===== src/design/led_scan_consts.svh =====
/*
 * Constants of the lamp matrix scanner: register offsets, field positions,
 * reset values and the on-time step.
 * Assumes a 20 MHz ref_clk.
 */
`ifndef LED_SCAN_CONSTS_SVH
`define LED_SCAN_CONSTS_SVH

`define OFF_START 8'hAF
`define OFF_CONTROL 8'hB0
`define OFF_WIDTH1 8'hB1
`define OFF_WIDTH2 8'hB2
`define OFF_DRIVE 8'hB3

`define MEM_PAGE 12'h020
`define MEM_SEL_BIT 3

`define START_BIT 0
`define SIZE_HI 4
`define SIZE_LO 2
`define MODE_BIT 1
`define LOCK_BIT 0
`define DRIVE_HI 3

`define RESET_REG 8'h00
`define LAMP_PINS 9

`define STEP_TIME_NS 16000
`define CLK_PERIOD_NS 50
`define STEP_CYCLES ((`STEP_TIME_NS + `CLK_PERIOD_NS - 1) / `CLK_PERIOD_NS)

`endif


===== src/design/led_scan_pkg.sv =====
/*
 * Types shared by the lamp matrix scanner modules.
 * Assumes nothing beyond a single clock domain.
 */
package led_scan_pkg;

	typedef struct packed {
		logic [7:0] addr;
		logic [7:0] wdata;
		logic wr;
		logic rd;
	} sfr_req_s;

	typedef struct packed {
		logic [15:0] addr;
		logic [7:0] wdata;
		logic wr;
		logic rd;
	} mem_req_s;

	typedef struct packed {
		logic [8:0] level;
		logic [8:0] oe_n;
	} pin_drive_s;

	typedef enum logic [1:0] {
		ST_IDLE,
		ST_LOAD,
		ST_LIGHT
	} scan_state_e;

endpackage


===== src/design/on_time_prescaler.sv =====
/*
 * Divides ref_clk down to the 16 us on-time tick.
 * Assumes clear is driven from the same clock domain.
 */
`include "led_scan_consts.svh"
module on_time_prescaler #(
	parameter int unsigned CYCLES = `STEP_CYCLES
) (
	input wire logic ref_clk,
	input wire logic reset_n,
	input wire logic ce,
	input wire logic clear,
	output logic tick
);
	import led_scan_pkg::*;

	localparam int W = $clog2(CYCLES + 1);
	localparam logic [W-1:0] LAST = W'(CYCLES - 1);
	localparam logic [W:0] PERIOD = (W + 1)'(CYCLES);

	logic [W-1:0] count_ff;
	logic [W-1:0] nxt_count_ff;
	logic tick_ff;
	logic nxt_tick_ff;
	logic [W:0] gap_ff;

	always_comb begin
		nxt_count_ff = count_ff + 1'b1;
		nxt_tick_ff = 1'b0;
		if (clear) begin
			nxt_count_ff = '0;
		end else if (count_ff == LAST) begin
			nxt_count_ff = '0;
			nxt_tick_ff = 1'b1;
		end
	end

	always_ff @(posedge ref_clk) begin
		if (!reset_n) begin
			count_ff <= '0;
			tick_ff <= 1'b0;
		end else if (ce) begin
			count_ff <= nxt_count_ff;
			tick_ff <= nxt_tick_ff;
		end
	end

	assign tick = tick_ff;

	// cycles since the last clear or tick
	always_ff @(posedge ref_clk) begin
		if (!reset_n) begin
			gap_ff <= '0;
		end else if (ce) begin
			if (clear) begin
				gap_ff <= '0;
			end else if (tick_ff) begin
				gap_ff <= (W + 1)'(1);
			end else if (gap_ff != '1) begin
				gap_ff <= gap_ff + 1'b1;
			end
		end
	end
endmodule


===== src/design/lighting_memory.sv =====
/*
 * Lighting memory: eight bytes of lamp on bits, eight of on-time choices.
 * Assumes the data bus request is one cycle long and same-clock.
 */
`include "led_scan_consts.svh"
module lighting_memory (
	input wire logic ref_clk,
	input wire logic reset_n,
	input wire logic ce,
	input led_scan_pkg::mem_req_s mem_req,
	input wire logic [4:0] pair_index,
	output logic [1:0] lamp_on_bit,
	output logic [1:0] lamp_time_choice,
	output logic [7:0] mem_rdata
);
	import led_scan_pkg::*;

	logic [7:0] store_ff [0:15];
	logic [7:0] nxt_store [0:15];
	logic [7:0] rdata_ff;
	logic [7:0] nxt_rdata_ff;
	logic hit;

	assign hit = mem_req.addr[15:4] == `MEM_PAGE;

	always_comb begin
		nxt_store = store_ff;
		nxt_rdata_ff = rdata_ff;
		if (hit && mem_req.wr) begin
			nxt_store[mem_req.addr[3:0]] = mem_req.wdata;
		end
		if (mem_req.rd) begin
			nxt_rdata_ff = hit ? store_ff[mem_req.addr[3:0]] : 8'h00;
		end
	end

	always_ff @(posedge ref_clk) begin
		if (!reset_n) begin
			for (int i = 0; i < 16; i++) begin
				store_ff[i] <= 8'h00;
			end
			rdata_ff <= 8'h00;
		end else if (ce) begin
			store_ff <= nxt_store;
			rdata_ff <= nxt_rdata_ff;
		end
	end

	// lamp n: byte n/8, bit n mod 8; choices sit eight bytes higher
	assign lamp_on_bit = store_ff[{1'b0, pair_index[4:2]}][{pair_index[1:0], 1'b0} +: 2];
	assign lamp_time_choice = store_ff[{1'b1, pair_index[4:2]}][{pair_index[1:0], 1'b0} +: 2];
	assign mem_rdata = rdata_ff;

endmodule


===== src/design/led_dot_matrix_scanner.sv =====
/*
 * Charlieplexed lamp matrix scanner with its special-function registers.
 * Assumes the register and data buses are same-clock, one-cycle strobes,
 * and that pin multiplexing is set up by software elsewhere.
 */
`include "led_scan_consts.svh"
// Functional notes
// - up to 64 lamps, seven lattice sizes
// - two lamps share one cathode per step
// - first on-time is (width1+1) x 16 us
// - second on-time is (width2+1) x 16 us
// - each lamp picks first or second on-time
// - lattice size enables its subset of pins
// - controller, two counters, comparator, memory
// - memory bit one lights lamp, zero darkens
// - hardware compares addresses, drives pins itself
// - lamp address fixed for every lattice size
// - size field in control bits 4 to 2
// - control bit 1 picks cycle or single pass
// - control bit 0 locks common pins as IO
// - locked pins follow IO drive while size is zero and start bit clear
// - four-bit sink current level, zero to fifteen
// - start bit 0 starts scanning, resets zero
// - on bits at 200H, lamp n bit n mod 8
// - on-time choice bits at 208H, one selects second
module led_dot_matrix_scanner (
	input wire logic ref_clk,
	input wire logic reset_n,
	input wire logic ce,
	input led_scan_pkg::sfr_req_s sfr_req,
	output logic [7:0] sfr_rdata,
	input led_scan_pkg::mem_req_s mem_req,
	output logic [7:0] mem_rdata,
	input led_scan_pkg::pin_drive_s gpio_drive,
	output led_scan_pkg::pin_drive_s lamp_pins,
	output logic [8:0] lamp_fn_en,
	output logic [3:0] sink_current_setting,
	output logic common_pin_lock,
	output logic scan_done,
	output logic scan_busy
);
	import led_scan_pkg::*;
	function automatic logic [3:0] rows_of(input logic [2:0] s);
		case (s)
			3'h1: rows_of = 4'h4;
			3'h2: rows_of = 4'h5;
			3'h3, 3'h4: rows_of = 4'h6;
			3'h5: rows_of = 4'h7;
			3'h6, 3'h7: rows_of = 4'h8;
			default: rows_of = 4'h0;
		endcase
	endfunction
	function automatic logic [3:0] cols_of(input logic [2:0] s);
		case (s)
			3'h1: cols_of = 4'h4;
			3'h2: cols_of = 4'h5;
			3'h3: cols_of = 4'h6;
			3'h4, 3'h5, 3'h6: cols_of = 4'h7;
			3'h7: cols_of = 4'h8;
			default: cols_of = 4'h0;
		endcase
	endfunction
	function automatic logic [8:0] pin_mask_of(input logic [2:0] s);
		case (s)
			3'h1: pin_mask_of = 9'h01F;
			3'h2: pin_mask_of = 9'h03F;
			3'h3: pin_mask_of = 9'h07F;
			3'h4, 3'h5, 3'h6: pin_mask_of = 9'h0FF;
			3'h7: pin_mask_of = 9'h1FF;
			default: pin_mask_of = 9'h000;
		endcase
	endfunction
	// anode skips the cathode pin of its row
	function automatic logic [3:0] anode_of(input logic [2:0] row, input logic [2:0] col);
		anode_of = (col < row) ? {1'b0, col} : {1'b0, col} + 4'h1;
	endfunction

	// register group
	logic start_ff, nxt_start_ff;
	logic [7:0] control_ff, nxt_control_ff;
	logic [7:0] width1_ff, nxt_width1_ff;
	logic [7:0] width2_ff, nxt_width2_ff;
	logic [3:0] drive_ff, nxt_drive_ff;
	logic [7:0] sfr_rdata_ff, nxt_sfr_rdata_ff;

	// scan group
	scan_state_e state_ff, nxt_state_ff;
	logic [2:0] row_ff, nxt_row_ff;
	logic [1:0] pair_ff, nxt_pair_ff;
	logic [7:0] cnt_ff, nxt_cnt_ff;
	logic [7:0] w0_ff, nxt_w0_ff;
	logic [7:0] w1_ff, nxt_w1_ff;
	logic [3:0] a0_ff, nxt_a0_ff;
	logic [3:0] a1_ff, nxt_a1_ff;
	logic lit0_ff, nxt_lit0_ff;
	logic lit1_ff, nxt_lit1_ff;
	pin_drive_s pins_ff, nxt_pins_ff;
	logic [8:0] fn_en_ff, nxt_fn_en_ff;
	logic done_ff, nxt_done_ff;
	logic busy_ff, nxt_busy_ff;

	logic [2:0] size;
	logic cycle_mode, lock, tick, last_pair, last_row, start_wr;
	logic [3:0] rows, cols;
	logic [1:0] lamp_on, lamp_choice;
	logic [7:0] wmax;

	assign size = control_ff[`SIZE_HI:`SIZE_LO];
	assign cycle_mode = control_ff[`MODE_BIT];
	assign lock = control_ff[`LOCK_BIT];
	assign rows = rows_of(size);
	assign cols = cols_of(size);
	assign start_wr = sfr_req.wr && sfr_req.addr == `OFF_START;

	// on-time tick and lighting memory
	on_time_prescaler u_prescaler (
		.ref_clk(ref_clk),
		.reset_n(reset_n),
		.ce(ce),
		.clear(state_ff == ST_LOAD),
		.tick(tick)
	);

	lighting_memory u_memory (
		.ref_clk(ref_clk),
		.reset_n(reset_n),
		.ce(ce),
		.mem_req(mem_req),
		.pair_index({row_ff, pair_ff}),
		.lamp_on_bit(lamp_on),
		.lamp_time_choice(lamp_choice),
		.mem_rdata(mem_rdata)
	);

	// register next values
	always_comb begin
		nxt_start_ff = start_ff;
		nxt_control_ff = control_ff;
		nxt_width1_ff = width1_ff;
		nxt_width2_ff = width2_ff;
		nxt_drive_ff = drive_ff;
		nxt_sfr_rdata_ff = sfr_rdata_ff;
		if (nxt_done_ff) begin
			nxt_start_ff = 1'b0;
		end
		if (sfr_req.wr) begin
			case (sfr_req.addr)
				`OFF_START: nxt_start_ff = sfr_req.wdata[`START_BIT];
				`OFF_CONTROL: nxt_control_ff = {3'h0, sfr_req.wdata[4:0]};
				`OFF_WIDTH1: nxt_width1_ff = sfr_req.wdata;
				`OFF_WIDTH2: nxt_width2_ff = sfr_req.wdata;
				`OFF_DRIVE: nxt_drive_ff = sfr_req.wdata[`DRIVE_HI:0];
				default: nxt_start_ff = nxt_start_ff;
			endcase
		end
		if (sfr_req.rd) begin
			case (sfr_req.addr)
				`OFF_START: nxt_sfr_rdata_ff = {7'h00, start_ff};
				`OFF_CONTROL: nxt_sfr_rdata_ff = control_ff;
				`OFF_WIDTH1: nxt_sfr_rdata_ff = width1_ff;
				`OFF_WIDTH2: nxt_sfr_rdata_ff = width2_ff;
				`OFF_DRIVE: nxt_sfr_rdata_ff = {4'h0, drive_ff};
				default: nxt_sfr_rdata_ff = 8'h00;
			endcase
		end
	end

	always_ff @(posedge ref_clk) begin
		if (!reset_n) begin
			start_ff <= 1'b0;
			control_ff <= `RESET_REG;
			width1_ff <= `RESET_REG;
			width2_ff <= `RESET_REG;
			drive_ff <= 4'h0;
			sfr_rdata_ff <= 8'h00;
		end else if (ce) begin
			start_ff <= nxt_start_ff;
			control_ff <= nxt_control_ff;
			width1_ff <= nxt_width1_ff;
			width2_ff <= nxt_width2_ff;
			drive_ff <= nxt_drive_ff;
			sfr_rdata_ff <= nxt_sfr_rdata_ff;
		end
	end

	// scan controller next values
	always_comb begin
		nxt_state_ff = state_ff;
		nxt_row_ff = row_ff;
		nxt_pair_ff = pair_ff;
		nxt_cnt_ff = cnt_ff;
		nxt_w0_ff = w0_ff;
		nxt_w1_ff = w1_ff;
		nxt_a0_ff = a0_ff;
		nxt_a1_ff = a1_ff;
		nxt_lit0_ff = lit0_ff;
		nxt_lit1_ff = lit1_ff;
		nxt_done_ff = 1'b0;
		wmax = (w0_ff > w1_ff) ? w0_ff : w1_ff;
		last_pair = ({1'b0, pair_ff, 1'b0} + 4'h2) >= cols;
		last_row = ({1'b0, row_ff} + 4'h1) >= rows;
		case (state_ff)
			ST_IDLE: begin
				nxt_lit0_ff = 1'b0;
				nxt_lit1_ff = 1'b0;
				if (start_ff && size != 3'h0) begin
					nxt_state_ff = ST_LOAD;
					nxt_row_ff = 3'h0;
					nxt_pair_ff = 2'h0;
				end
			end
			ST_LOAD: begin
				nxt_cnt_ff = 8'h00;
				nxt_a0_ff = anode_of(row_ff, {pair_ff, 1'b0});
				nxt_a1_ff = anode_of(row_ff, {pair_ff, 1'b1});
				nxt_w0_ff = lamp_choice[0] ? width2_ff : width1_ff;
				nxt_w1_ff = lamp_choice[1] ? width2_ff : width1_ff;
				nxt_lit0_ff = lamp_on[0] && ({1'b0, pair_ff, 1'b0} < cols);
				nxt_lit1_ff = lamp_on[1] && ({1'b0, pair_ff, 1'b1} < cols);
				nxt_state_ff = ST_LIGHT;
			end
			ST_LIGHT: begin
				if (!start_ff || size == 3'h0) begin
					nxt_state_ff = ST_IDLE;
				end else if (tick) begin
					nxt_cnt_ff = cnt_ff + 8'h01;
					if (cnt_ff == w0_ff) begin
						nxt_lit0_ff = 1'b0;
					end
					if (cnt_ff == w1_ff) begin
						nxt_lit1_ff = 1'b0;
					end
					if (cnt_ff == wmax) begin
						nxt_state_ff = ST_LOAD;
						nxt_pair_ff = last_pair ? 2'h0 : pair_ff + 2'h1;
						if (last_pair) begin
							nxt_row_ff = last_row ? 3'h0 : row_ff + 3'h1;
						end
						if (last_pair && last_row && !cycle_mode) begin
							nxt_state_ff = ST_IDLE;
							nxt_done_ff = 1'b1;
						end
					end
				end
			end
			default: nxt_state_ff = ST_IDLE;
		endcase
		nxt_pins_ff = '{level: 9'h000, oe_n: 9'h1FF};
		if (nxt_state_ff == ST_LIGHT) begin
			nxt_pins_ff.oe_n[nxt_row_ff] = 1'b0;
			if (nxt_lit0_ff) begin
				nxt_pins_ff.level[nxt_a0_ff] = 1'b1;
				nxt_pins_ff.oe_n[nxt_a0_ff] = 1'b0;
			end
			if (nxt_lit1_ff) begin
				nxt_pins_ff.level[nxt_a1_ff] = 1'b1;
				nxt_pins_ff.oe_n[nxt_a1_ff] = 1'b0;
			end
		end else if (lock && size == 3'h0 && !start_ff) begin
			nxt_pins_ff = gpio_drive;
		end
		nxt_fn_en_ff = pin_mask_of(size);
		nxt_busy_ff = nxt_state_ff != ST_IDLE;
	end

	always_ff @(posedge ref_clk) begin
		if (!reset_n) begin
			state_ff <= ST_IDLE;
			row_ff <= 3'h0;
			pair_ff <= 2'h0;
			cnt_ff <= 8'h00;
			w0_ff <= 8'h00;
			w1_ff <= 8'h00;
			a0_ff <= 4'h0;
			a1_ff <= 4'h0;
			lit0_ff <= 1'b0;
			lit1_ff <= 1'b0;
			pins_ff <= {9'h000, 9'h1FF};
			fn_en_ff <= 9'h000;
			done_ff <= 1'b0;
			busy_ff <= 1'b0;
		end else if (ce) begin
			state_ff <= nxt_state_ff;
			row_ff <= nxt_row_ff;
			pair_ff <= nxt_pair_ff;
			cnt_ff <= nxt_cnt_ff;
			w0_ff <= nxt_w0_ff;
			w1_ff <= nxt_w1_ff;
			a0_ff <= nxt_a0_ff;
			a1_ff <= nxt_a1_ff;
			lit0_ff <= nxt_lit0_ff;
			lit1_ff <= nxt_lit1_ff;
			pins_ff <= nxt_pins_ff;
			fn_en_ff <= nxt_fn_en_ff;
			done_ff <= nxt_done_ff;
			busy_ff <= nxt_busy_ff;
		end
	end

	assign sfr_rdata = sfr_rdata_ff;
	assign lamp_pins = pins_ff;
	assign lamp_fn_en = fn_en_ff;
	assign sink_current_setting = drive_ff;
	assign common_pin_lock = control_ff[`LOCK_BIT];
	assign scan_done = done_ff;
	assign scan_busy = busy_ff;
endmodule


===== config.mk =====
export PLATFORM = sky130hd
export DESIGN_NAME = led_dot_matrix_scanner
export DESIGN_NICKNAME = d
export VERILOG_FILES = /design/src/design/led_scan_pkg.sv /design/src/design/on_time_prescaler.sv /design/src/design/lighting_memory.sv /design/src/design/led_dot_matrix_scanner.sv
export VERILOG_INCLUDE_DIRS = /design/src /design/src/design
export SDC_FILE = /design/constraint.sdc
export NUM_CORES = 1
export LEC_CHECK = 0
export ABC_AREA = 1
export ABC_CLOCK_PERIOD_IN_PS = 7600
export BUFFER_PORTS_ARGS = -buffer_cell sky130_fd_sc_hd__buf_2
export CAP_MARGIN = 30
export CORE_ASPECT_RATIO = 0.7
export CORE_MARGIN = 1
export CORE_UTILIZATION = 35
export CTS_CLUSTER_DIAMETER = 30
export DETAILED_ROUTE_END_ITERATION = 10
export GPL_TIMING_DRIVEN = 0
export PLACE_DENSITY = 0.6
export SYNTH_ARGS = -nofsm -noshare
export SYNTH_HDL_FRONTEND = slang
export SYNTH_SLANG_ARGS = --single-unit

===== constraint.sdc =====
create_clock -name ref_clk -period 7.6 [get_ports ref_clk]
set_input_delay 1.52 -clock ref_clk [delete_from_list [all_inputs] [get_ports ref_clk]]
set_output_delay 1.52 -clock ref_clk [all_outputs]
set_load 0.05 [all_outputs]

======== Word-level counts from Yosys, hierarchy flattened ========
Index checks and enable logic that the tools add are counted.
cells by class
  add/subtract/negate cells ............... 8
  magnitude comparators ................... 17
  eq/ne operators ......................... 24
  shift operators ......................... 2
  muxes and demuxes ....................... 77
  bitwise gates (word level) .............. 9
  reduce and logical (&&, ||, !) cells .... 34
operators by type and width
  kind                                                                    count
  128-bit bitwise mux                                                     1
  8-bit 2-to-1 mux                                                        13
  8-bit binary-select mux with 4-bit select                               3
  18-bit 2-to-1 mux                                                       5
  9-bit one-hot mux with 5 select lines                                   1
  8-bit equality test, second input constant                              5
  4-bit one-hot mux with 5 select lines                                   2
  8-bit one-hot mux with 5 select lines                                   1
  8-bit demux with 4-bit select                                           1
  8-bit equality test                                                     3
  1-bit 2-to-1 mux                                                        20
  9-bit AND                                                               2
  2-bit 2-to-1 mux                                                        9
  3-bit 2-to-1 mux                                                        6
  9-bit 2-to-1 mux                                                        2
  9-bit NOT                                                               2
  4-bit 2-to-1 mux                                                        4
  8-bit one-hot mux with 2 select lines                                   1
  8-bit by 4-bit variable part select with 2-bit output                   2
  5-bit greater-or-equal comparator, second input constant                3
  3-bit by 1-bit adder with 4-bit output, second input constant           3
  12-bit by 6-bit equality test with 1-bit output, second input constant  1
  3-bit equality test, second input constant                              4
  1-bit logical AND                                                       12
  43 further kinds                                                        65
storage, ports and cells
  register bits ........................... 250
  input bits .............................. 65
  output and inout port bits .............. 50
  word-level logic and storage cells ...... 211

======== Logic depth before layout (Yosys ltp) ========
  depth in word-level cells ............... 21
  mapped depth ............................ 22
  depth with buffers taken out ............ 22

======== Hierarchy ========
A second synthesis with hierarchy kept.
second synthesis, totals
  cells, all modules ...................... 2,398
  area total of the unflattened synthesis .. 14,440.1 um2
by module, submodules not included
  module                  instances  cells an instance  area each (um2)  seq. area each (um2)
  lighting_memory         1          1,435              8,125.3          2,722.6
  led_dot_matrix_scanner  1          880                5,766.8          2,001.9
  on_time_prescaler       1          83                 548.0            200.2

======== Least setup slack after synthesis ========
OpenSTA, ideal clock, no wires.
  path kind ............................... input port to flip-flop
  from .................................... in mem_req[21] in the netlist's numbering
  to ...................................... reg u_memory.store_ff[55] in the netlist's numbering
  library setup time ...................... 0.070 ns
  arrival ................................. 2.890 ns
  required time ........................... 7.530 ns
  path slack .............................. 4.640 ns
  cell stages on the path ................. 9
  path buffers ............................ 1
  path through ............................ nor4_1 -> nand2_1 -> nor4_1 -> and2_1 -> nand2_1 -> nor2_2 -> buf_2 -> o21ai_0 -> a21oi_1
on the way
  longest elaborated chain between the ends .. 3
RTL lines
  what                                                              RTL line                      RTL
  start: declaration                                                led_dot_matrix_scanner.sv:32  input led_scan_pkg::mem_req_s mem_req,
  12-bit by 6-bit equality test with 1-bit output (no source line)  --
  1-bit logical AND                                                 lighting_memory.sv:29         if (hit && mem_req.wr) begin
  2-bit AND reduction (no source line)                              --
  end signal: assignment                                            lighting_memory.sv:44         store_ff <= nxt_store;
  end: declaration                                                  lighting_memory.sv:18         logic [7:0] store_ff [0:15];
Every way passes these cells.
A chain may end at the register's enable or synchronous reset.

======== Worst setup path after layout ========
  from .................................... in mem_req[10] in the netlist's numbering
  to ...................................... reg u_memory.rdata_ff[6] (netlist: u_memory.mem_rdata[6])
on the way
  longest elaborated chain between the ends .. 5
RTL lines
  what                                                 RTL line               RTL
  4-bit NOT with 5-bit output (implied by the code)    lighting_memory.sv:33  nxt_rdata_ff = hit ? store_ff[mem_req.addr[3:0]] : 8'h00;
  8-bit binary-select mux with 4-bit select            lighting_memory.sv:33
  8-bit 2-to-1 mux (implied by the code) (2 in a row)  lighting_memory.sv:33
  8-bit 2-to-1 mux                                     lighting_memory.sv:33
  end signal: assignment                               lighting_memory.sv:45  rdata_ff <= nxt_rdata_ff;
  end: declaration                                     lighting_memory.sv:20  logic [7:0] rdata_ff;
Every way passes these cells. The select of a mux whose other input is x is not followed.

==> impl_metrics.csv <==
group,metric,value,unit
pwr,leakage,6.433,nW
worst_setup_path,critPathMaxFanout,10,
die,die_x,231.1,um
worst_setup_path,path_cells,"buf_2, clkbuf_1, nor2_1, clkbuf_1, a22oi_1, a31oi_1, o21ai_1, a21oi_1",
logic_synthesis,synth-seq-area-share,38.30,%
worst_setup_path,r2r_start,"row_ff[1]",
clock_tree,clockBufferDepth,3,
job,max-cap-violations,0,
clock_tree,cts_max_level,2,
worst_setup_path,r2r_cells,16,
timing,setup-tns-final,0,ps
pwr,total_power,4.073,mW
clock_tree,cts.sinks,246,
logic_synthesis,synth-main-ff-cell,"dfxtp_1",
logic_synthesis,async_flop_share,0,%
clock_tree,cts_resized,0,
worst_setup_path,slowest_delay,700,ps
timing,setup-violations-final,0,
timing,max_freq,256.3,MHz
global_route,grt_overflow,0,
worst_setup_path,crit_top_cell,"clkbuf_1",
timing,fin_skew,23.68,ps
clock_tree,ctsHoldBuffers,0,
cells_and_area,final_area,0.01596,mm2
logic_synthesis,synth_top_cell_by_area,"dfxtp_1",
global_route,track_usage,28.30,%
cells_and_area,antenna_cells,0,
logic_synthesis,synth_cells,1865,
global_route,grt_pass1_vias,13070,
logic_synthesis,synthDominantCellAreaShare,38.30,%
cells_and_area,nNetsFinal,2121,
cells_and_area,drive_gt1_share,14.71,%
worst_setup_path,r2r_end,"lamp_pins[4]",
worst_setup_path,critPathArrivalTime,4380,ps
pwr,powerDensity,255.2,mW/mm2
worst_setup_path,crit_cells,8,
logic_synthesis,avgSynthCellArea,6.895,um2
logic_synthesis,synthTopCellsByArea,"dfxtp_1 38%, nand2_1 10%, a21oi_1 9.5%, o21ai_0 7.9%, inv_1 4.2%",
placed_design,postPlaceCellArea,0.01402,mm2
worst_setup_path,cp_slowest_cell,"clkbuf_1",
timing,hold_viol,0,
global_route,antenna_found_initial,0,
drt,viasPerCell,5.625,
drt,drc,0,
worst_setup_path,reg2reg_slack,4210,ps
clock_tree,path_clk_slew,50,ps
clock_tree,cts_root_buf,"clkbuf_16",
clock_tree,cts_made_buffers,51,
clock_tree,cts_tree,"done",
pwr,vdd_drop_max,0.1827,mV
drt,wl,53.64,mm
drt,dr.first_iter.drc_count,1594,
cells_and_area,final_common_cell,"nand2_1",
logic_synthesis,synth_seq_cells,246,
drt,vias,14370,
timing,fin_crit,3902,ps
global_route,grt_pass1_wl,80.54,mm
drt,ant_nets,0,
worst_setup_path,cp.required,8080,ps
timing,maxSlewViolCount,0,
logic_synthesis,synth_area,0.01286,mm2
logic_synthesis,synth_edf_count,0,
placed_design,gp_congestion,0.9822,
min_path,hold_path_class,"reg2reg",
cells_and_area,fillerInstances,3686,
logic_synthesis,yosysUniqueCellTypes,43,
die,fp-row-count,58,
clock_tree,cts_setup_buffers,0,
worst_setup_path,start_kind,"input pin",
timing,slew-limit-headroom,33.98,%
drt,avgRoutedWirePerCell,21.00,um
global_route,grt_max_degree,14,
status,status,"completed",
logic_synthesis,syn_nets,1955,
worst_setup_path,cp_top_family,"buffers and inverters",
timing,fin_crit_sh,51.34,%
clock_tree,clock_latency,580,ps
drt,dr.pass1.iters,8,
logic_synthesis,ys_warn_count,0,
die,io_pins,115,
die,start_util,35.65,%
cells_and_area,fin_util,44.24,%
worst_setup_path,critical_path_class,"in2reg",
worst_setup_path,critPathLaunch,"mem_req[10]",
timing,rsz0062_at_grt,"false",
placed_design,io_buffer_count,111,
die,coreArea,0.03607,mm2
min_path,hp-start,"a0_ff[3]",
placed_design,hpwl,40.14,mm
worst_setup_path,endpoint,"u_memory.mem_rdata[6]",
timing,worst_pin_slew,990.3,ps
worst_setup_path,cp_num_buf_inv,3,
worst_setup_path,cp-end-kind,"register",
cells_and_area,area_growth,24.09,%
cells_and_area,final_cell_mix,"343 x nand2_1, 246 x dfxtp_1, 244 x a21oi_1",
die,die_h,162.4,um
die,die-area,0.03752,mm2
timing,hold_slack,455.4,ps
==> registers in the layout, summed over array words and instances (netlist names), 3 cells and up <==
signal,count
row_ff,3
a1_ff,4
control_ff,5
u_memory.mem_rdata,8
width2_ff,8
sink_current_setting,4
u_memory.store_ff,128
cnt_ff,8
a0_ff,4
lamp_pins,18
u_prescaler.count_ff,9
sfr_rdata,8
w0_ff,8
width1_ff,8
w1_ff,8
lamp_fn_en,5
==> how the worst min path moves through the flow <==
stage / endpoint / depth (start not counted) / slack [ps]
3_3_place_gp: a0_ff[3] / 2 / 440
2_1_floorplan: a0_ff[3] / 2 / 430
6_report: a0_ff[3] / 2 / 460
4_1_cts: a0_ff[3] / 2 / 450
3_5_place_dp: a0_ff[3] / 2 / 450
5_1_grt: lamp_pins[8] / 2 / 490
==> metal layers <==
layer	wire length (um)	part of all wire, %	track usage, %
met1	26170	49	44.67
met2	20060	37	37.03
met3	6264	12	6.618
met4	1141	2.1	7.556
met5	0	0	0
==> synthesized netlist by cell type, types with 2 or more instances <==
cell and instances:
nor3_1 13, buf_2 36, nor3b_1 3, buf_4 7, xor2_1 12, a22oi_1 32, a211oi_1 6, o21bai_1 2
dfxtp_1 246, clkbuf_1 65, nor3_2 3, nand2_1 343, o221ai_1 8, o211ai_1 39, nor2_1 130, a31oi_1 8
nand3_2 5, nand4_1 17, o22ai_1 33, nand2_2 4, a21oi_1 244, nand3_1 107, buf_1 4, o21a_1 9
nor2_2 22, inv_2 15, o21ai_0 204, nor4_1 6, inv_1 143, clkinv_1 2, ha_1 25, o21ai_1 60
buf_6 2
==> area by class of cell <==
class	instances	area (um2)	share of cell area, %
Multi-Input combinational cell	1344	6813	42.70
Sequential cell	246	4925	30.86
Clock buffer	63	1443	9.041
Inverter	161	606.8	3.803
Tap cell	480	600.6	3.764
Timing Repair Buffer	113	565.5	3.544
Buffer	114	514.2	3.223
Clock inverter	33	489.2	3.066
==> logic make-up (layout without fill, tap and decap cells) <==
logic type	Yosys count	after routing	share of synthesized area [%]
buf+inv	275	484	8.718
flops	246	246	38.30
compound gates	649	649	27.76
simple gates	658	658	21.97
xor+xnor	12	12	0.8174
fa+ha+maj	25	25	2.433
==> power breakdown <==
part           internal (mW)  switching [mW]
combinational         0.0694           0.216
sequential              1.30         0.00624
clock                   1.67           0.810
total                   3.04            1.03
==> stage by stage <==
step	instances	worst slack [ps]
6_report	2554	3698
5_1_grt	2554	3708
4_1_cts	2554	3965
3_5_place_dp	2458	3391
3_3_place_gp	2456	3329
2_1_floorplan	1865	4640
==> tightest hold or removal path: cells and delay by family (launching register included) <==
kind          cells  cell delay, ps
flops             1             310
simple gates      1              40
buf+inv           1              60
Note: power is estimated with default switching activity, not from simulation.
